### src/hdl/pll_clock_defines.vh
`ifndef PLL_CLOCK_DEFINES_VH
`define PLL_CLOCK_DEFINES_VH

// Register address and layout.
`define PLL_CLOCK_CONTROL_ADDR  8'hd7
`define PLL_CLOCK_CONTROL_RESET 8'h03
`define OSC_SLEEP_HALT_BIT      7
`define LOCK_BIT                6
`define RESERVED_BIT            5
`define PIN_LATCH_BIT           4
`define FAST_INT_BIT            3
`define DIV_MSB                 2
`define DIV_LSB                 0

// Clock relations.
`define PLL_MULTIPLIER          384
`define XTAL_FREQ_HZ            32768
`define PLL_FREQ_HZ             12582912
`define FREE_RUN_TOLERANCE_PCT  20

// Timing at the 25 MHz reference clock.
`define REF_CLK_HZ              25000000
`define LOCK_TIME_US            1000
`define LOCK_CYCLES             ((`LOCK_TIME_US * (`REF_CLK_HZ / 1000)) / 1000)
`define XTAL_LOSS_CYCLES        2048

`endif

### src/hdl/pll_core_clock_control.v
`timescale 1ns/1ps
`include "pll_clock_defines.vh"

module pll_core_clock_control #(
  parameter LOCK_CYCLES      = `LOCK_CYCLES,
  parameter XTAL_LOSS_CYCLES = `XTAL_LOSS_CYCLES
) (
  // Clock and reset
  input  wire       ref_clk,
  input  wire       rst,
  // Register access
  input  wire [7:0] sfr_addr,
  input  wire       sfr_wr,
  input  wire [7:0] sfr_wdata,
  output reg  [7:0] sfr_rdata,
  // Clocks from the oscillator and loop
  input  wire       xtal_clk,
  input  wire       pll_clk,
  // Core power and interrupt status
  input  wire       power_down,
  input  wire       int_active,
  // Clock enables, oscillator and loop enables, lock flag
  output reg        core_clk_en,
  output reg        modulator_clk_en,
  output reg        osc_enable,
  output reg        pll_enable,
  output reg        lock_out
);

  // Lock sequencer states. Reset starts in relock, so the flag stays clear
  // until the crystal has counted as present for the whole lock interval.
  // Sleep is left only when the core leaves power-down.
  localparam ST_RUN   = 2'h0;
  localparam ST_SLEEP = 2'h1;
  localparam ST_RELOCK = 2'h2;

  reg [7:0]  ctrl_q;
  reg [1:0]  st_q;
  reg [2:0]  xs_q;
  reg [2:0]  ps_q;
  reg [8:0]  xtal_div_q;
  reg [6:0]  core_cnt_q;
  reg [2:0]  div_act_q;
  reg [31:0] lock_cnt_q;
  reg [31:0] loss_cnt_q;
  reg        lock_q;

  // The crystal is far slower than the reference; the loop clock at the defined rate is about half of it and can lose edges.
  // A loop clock near the reference rate would need a real divider instead.
  wire xtal_rise = xs_q[1] & ~xs_q[2];
  wire pll_rise  = ps_q[1] & ~ps_q[2];
  wire [2:0] div_req = (ctrl_q[`FAST_INT_BIT] & int_active) ? 3'h0 : ctrl_q[`DIV_MSB:`DIV_LSB];
  wire [6:0] div_mask = (7'h01 << div_act_q) - 7'h01;
  wire core_tick = pll_rise & ((core_cnt_q & div_mask) == 7'h00);
  // The crystal counts as present while edges keep arriving within the loss span.
  wire xtal_ok   = loss_cnt_q < XTAL_LOSS_CYCLES;

  // Two-stage synchronisers; the third stage only feeds edge detection.
  always @(posedge ref_clk) begin
    if (rst) begin
      xs_q <= 3'h0;
      ps_q <= 3'h0;
    end else begin
      xs_q <= {xs_q[1:0], xtal_clk};
      ps_q <= {ps_q[1:0], pll_clk};
    end
  end

  always @(posedge ref_clk) begin
    if (rst) begin
      ctrl_q <= `PLL_CLOCK_CONTROL_RESET;
    end else if (sfr_wr && sfr_addr == `PLL_CLOCK_CONTROL_ADDR) begin
      // Masking here keeps a careless write from ever faking a lock.
      // Bit 4 is kept as a plain storage bit.
      // Lock and reserved bits are not writable.
      ctrl_q <= {sfr_wdata[7], 2'b00, sfr_wdata[4:0]};
    end
  end

  always @(posedge ref_clk) begin
    if (rst) begin
      sfr_rdata <= 8'h00;
    end else if (sfr_addr == `PLL_CLOCK_CONTROL_ADDR) begin
      // Read data is registered, so it shows one cycle after the address.
      // The lock bit comes from the live flag, not from the stored byte.
      sfr_rdata <= {ctrl_q[7], lock_q, 1'b0, ctrl_q[4:0]};
    end else begin
      sfr_rdata <= 8'h00;
    end
  end

  // Divider applies a new setting only when the 128-edge core count wraps, so no short pulse.
  always @(posedge ref_clk) begin
    if (rst) begin
      core_cnt_q  <= 7'h00;
      div_act_q   <= 3'h3;
      core_clk_en <= 1'b0;
    end else begin
      core_clk_en <= core_tick;
      if (pll_rise) begin
        core_cnt_q <= core_cnt_q + 7'h01;
      end
      if (pll_rise && core_cnt_q == 7'h7f) begin
        div_act_q <= div_req;
      end
    end
  end

  // Modulator tick every 384 PLL clocks equals the crystal rate.
  always @(posedge ref_clk) begin
    if (rst) begin
      xtal_div_q       <= 9'h000;
      modulator_clk_en <= 1'b0;
    end else begin
      modulator_clk_en <= 1'b0;
      if (pll_rise) begin
        // Ticking on count zero puts every tick on a core edge at any divider,
        // because 384 is a multiple of the 128-edge divider wrap.
        modulator_clk_en <= (xtal_div_q == 9'h000);
        if (xtal_div_q == 9'd383) begin
          xtal_div_q <= 9'h000;
        end else begin
          xtal_div_q <= xtal_div_q + 9'h001;
        end
      end
    end
  end

  // Crystal presence watchdog; no edges means free-running loop without lock.
  // The count saturates at the loss span, so a long absence cannot wrap it.
  // While the oscillator is halted in sleep the count runs out; that is harmless
  // because sleep ignores it and relock starts again after wake.
  always @(posedge ref_clk) begin
    if (rst) begin
      loss_cnt_q <= 32'h0;
    end else if (xtal_rise) begin
      loss_cnt_q <= 32'h0;
    end else if (xtal_ok) begin
      loss_cnt_q <= loss_cnt_q + 32'h1;
    end
  end

  always @(posedge ref_clk) begin
    if (rst) begin
      st_q       <= ST_RELOCK;
      lock_cnt_q <= 32'h0;
      lock_q     <= 1'b0;
      osc_enable <= 1'b1;
      pll_enable <= 1'b1;
      lock_out   <= 1'b0;
    end else begin
      lock_out <= lock_q;
      // Power-down is honoured in relock as well, so the loop never stays
      // enabled while the core sleeps.
      case (st_q)
        ST_RUN: begin
          if (!xtal_ok) begin
            lock_q <= 1'b0;
            st_q   <= ST_RELOCK;
          end else if (power_down) begin
            lock_q     <= 1'b0;
            pll_enable <= 1'b0;
            osc_enable <= ~ctrl_q[`OSC_SLEEP_HALT_BIT];
            st_q       <= ST_SLEEP;
          end
        end
        ST_SLEEP: begin
          // The lock count restarts from zero, so the flag holds low after wake.
          if (!power_down) begin
            pll_enable <= 1'b1;
            osc_enable <= 1'b1;
            lock_cnt_q <= 32'h0;
            st_q       <= ST_RELOCK;
          end
        end
        ST_RELOCK: begin
          lock_q <= 1'b0;
          if (power_down) begin
            pll_enable <= 1'b0;
            osc_enable <= ~ctrl_q[`OSC_SLEEP_HALT_BIT];
            st_q       <= ST_SLEEP;
          end else if (!xtal_ok) begin
            lock_cnt_q <= 32'h0;
          end else if (lock_cnt_q >= LOCK_CYCLES - 1) begin
            lock_q <= 1'b1;
            st_q   <= ST_RUN;
          end else begin
            lock_cnt_q <= lock_cnt_q + 32'h1;
          end
        end
        default: begin
          st_q <= ST_RELOCK;
        end
      endcase
    end
  end

endmodule

### config.mk
export PLATFORM = sky130hd
export DESIGN_NAME = pll_core_clock_control
export DESIGN_NICKNAME = d
export VERILOG_FILES = /design/src/hdl/pll_core_clock_control.v
export VERILOG_INCLUDE_DIRS = /design/src /design/src/hdl
export SDC_FILE = /design/constraint.sdc
export NUM_CORES = 1
export LEC_CHECK = 0
export BUFFER_PORTS_ARGS = -buffer_cell sky130_fd_sc_hd__buf_2
export CAP_MARGIN = 25
export CORE_MARGIN = 3
export CORE_UTILIZATION = 45
export DETAILED_ROUTE_END_ITERATION = 7
export GPL_ROUTABILITY_DRIVEN = 0
export GPL_TIMING_DRIVEN = 1
export SYNTH_ARGS = -nofsm -noshare
export SYNTH_HDL_FRONTEND = slang
export SYNTH_SLANG_ARGS = --single-unit
### constraint.sdc
create_clock -name ref_clk -period 3.3 [get_ports ref_clk]
set_input_delay 0.165 -clock ref_clk [delete_from_list [all_inputs] [get_ports ref_clk]]
set_output_delay 0.165 -clock ref_clk [all_outputs]
set_load 0.005 [all_outputs]
==> out/metrics.cfg <==
[run_status]
status=complete, no violations

[clock_network]
cts.root.buffer_cell=clkbuf_8
cts_tree=done
insertion_delay_ns=0.37
clkTransAtPathRegs_ns=0.10
numCtsBuffers=9
cts.htree.levels=3
numClockSinks=110
clockBufferDepth=2
post_cts_resized=0

[setup_path]
worstPathMaxFanout=10
worstPathRequired_ns=3.62
critPathKind=reg -> reg
crit_slowest_cell=a2111o_1
cp_slowest_stage_delay_ns=0.49
crit_chain=ha_1, a2111oi_0, o31ai_1, a2111o_1, and3_1, or4_1, nand2_1
cp-end-kind=flip-flop
cp-start-kind=flip-flop
cp.arrival_ns=3.02

[synthesis]
synth_cell_types=53
synthCells=474
yosysWarningCount=0
yosysTopAreaCell=dfxtp_1
yosys_register_bits=110
synth-edff-count=0
ys_seq_area_frac=0.509
syn_area_per_cell_um2=9.12
async_reset_ff_frac=0
syn_nets=503
synthTopCellsByArea=dfxtp_1 (51%), nor2_1 (5.1%), and2_1 (4.2%)
synth-main-ff-cell=dfxtp_1
synth_top_area_share=0.509
synth_area_um2=4320

[routing]
routedWlPerCell_um=12.3
viasPerCell=5.12
final_antenna_net_count=0
vias=3282
drcViolationCount=0
drt_first_pass_iters=4
drt-initial-drc-count=152
drt_wl_total_um=7900

[timing]
final-max-slew-violation-count=0
fin_ws_ns=0.596
slew_headroom=0.613
setup_tns_ns=0
min_period_ns=2.70
tightest_slew_ns=0.576
clock_skew_ns=0.0120
fmax_mhz=370
finalHoldViolCount=0
setup_viol=0
rsz0062_at_grt=false
period_share=0.819

[global_routing]
antenna_found_initial=0
grt_pass1_wl_um=14200
overflow=0
grt_pass1_vias=3124
grt_usage=0.156
grt_start_max_net_pins=33

[die]
start_util=0.466
core_um2=9280
fp.dieW_um=104
die_area_um2=10800
io_pins=36
die_h_um=104
rows=35

[power_and_ir_drop]
p_total_mw=2.26
power-per-cell-area_nw_per_um2=469
vdd_drop_max_uv=295
power.leakage_nw=2.00

[cells_and_area]
drive_gt1_frac=0.115
nNetsFinal=536
n_antenna_cell=0
n_fill_cell=895
syn_to_final_growth_pct=11.6

[place]
post-place-ws_ns=0.632
post-dp-hpwl_um=5490
numPortBuffers=32

[min_path]
min_path_type=in -> reg

[run]
maxCapViolCount=0

## critical path: cells and delay by family, from the launching register on
family / cells / cell delay, ns
AO/OA/AOI/OAI: 3 / 1.15
adder cells (fa/ha/maj): 1 / 0.28
flip-flops: 1 / 0.34
AND/OR/NAND/NOR: 3 / 0.88
## final cells by class
cell class / instances / area [µm²] / area share
clock buffers: 11 / 131 / 0.0272
clock inverters: 5 / 60.1 / 0.0124
inverters: 10 / 37.5 / 0.00778
multi-input cells: 336 / 2010 / 0.416
flip-flops and latches: 110 / 2200 / 0.456
well taps: 129 / 161 / 0.0334
repair buffers: 40 / 225 / 0.0467
## placed cells by master (no fill, tap or decap), drive strengths merged, types with 2 or more instances in the layout
master | Yosys | final
a2111oi | 2 | 2
a211o | 5 | 5
a211oi | 2 | 2
a21o | 2 | 2
a21oi | 19 | 19
a311oi | 3 | 3
a31oi | 5 | 5
a41oi | 2 | 2
and2 | 29 | 29
and3 | 26 | 26
buf | 6 | 38
clkbuf | 12 | 11
clkinv | 0 | 3
dfxtp | 110 | 110
dlygate4sd3 | 0 | 2
ha | 6 | 6
inv | 10 | 10
mux2i | 4 | 4
nand2 | 37 | 37
nand2b | 4 | 4
nand3 | 10 | 10
nand4 | 14 | 14
nor2 | 59 | 59
nor2b | 13 | 13
nor3 | 14 | 14
nor4 | 7 | 7
o2111ai | 3 | 3
o21ai | 14 | 14
or3 | 9 | 9
or4 | 7 | 7
xnor2 | 13 | 13
xor2 | 11 | 11
## worst paths after layout
path                 start            end  slack [ns]  depth (start not counted)
max          lock_cnt_q[0]  lock_cnt_q[8]        0.60                          7
min           sfr_wdata[2]      ctrl_q[2]        0.04                          3
max reg2reg  lock_cnt_q[0]  lock_cnt_q[8]        0.60                          7
min reg2reg        ps_q[0]        ps_q[1]        0.45                          1
## cells in the mapped netlist, types with 10 or more instances
| master | number |
|---|---|
| a21oi_1 | 19 |
| and2_1 | 29 |
| and3_1 | 26 |
| clkbuf_1 | 12 |
| dfxtp_1 | 110 |
| inv_1 | 10 |
| nand2_1 | 36 |
| nand4_1 | 14 |
| nor2_1 | 59 |
| nor2b_1 | 13 |
| nor3_1 | 14 |
| o21ai_0 | 13 |
| xnor2_1 | 13 |
| xor2_1 | 11 |
## state kept, by name, summed over array words and instances, names as in the netlist
signal            count
lock_out              1
sfr_rdata             7
osc_enable            1
st_q                  2
div_act_q             3
modulator_clk_en      1
lock_q                1
xtal_div_q            9
ctrl_q                6
core_clk_en           1
core_cnt_q            7
pll_enable            1
loss_cnt_q           32
xs_q                  3
lock_cnt_q           32
ps_q                  3
## metrics by stage
step / hold WS (ns) / std cells / utilization / cell area (µm²)
floorplan: 0.293 / 474 / - / 4320
CTS: 0.0143 / 640 / 0.519 / 4820
finish: 0.0358 / 641 / 0.520 / 4830
global route: 0.0409 / 641 / 0.520 / 4830
global placement: 0.373 / 622 / 0.496 / 4610
detailed placement: 0.382 / 622 / 0.496 / 4610
## power breakdown
| part | total [mW] | internal (mW) | leakage, nW | switching (mW) |
|---|---|---|---|---|
| Combinational | 0.117 | 0.0474 | 1.02 | 0.0694 |
| Clock | 0.788 | 0.353 | 0.0935 | 0.435 |
| Sequential | 1.36 | 1.34 | 0.889 | 0.0149 |
| Total | 2.26 | 1.74 | 2.00 | 0.520 |
## kinds of logic after synthesis
| family | Yosys count | share of synthesized area |
|---|---|---|
| flip-flops | 110 | 0.509 |
| other | 1 | 0.000867 |
| XOR/XNOR | 24 | 0.0486 |
| adder cells (fa/ha/maj) | 6 | 0.0174 |
| buffers and inverters | 28 | 0.0260 |
| multiplexers | 5 | 0.0119 |
| AND/OR/NAND/NOR | 234 | 0.285 |
| AO/OA/AOI/OAI | 66 | 0.101 |
## repair_timing
action	4_1_cts	5_1_grt
hold endpoints to repair	2	0
setup buffers	0	0
hold buffers	2	0
## layer usage
layer	up-vias	part of all wire	global-route usage
li1	1714	-	-
met1	1507	0.51	0.213
met2	52	0.44	0.244
met3	9	0.040	0.0385
met4	0	0.014	0.0513
met5	-	0	0
Note: power is estimated with default switching activity, not from simulation.
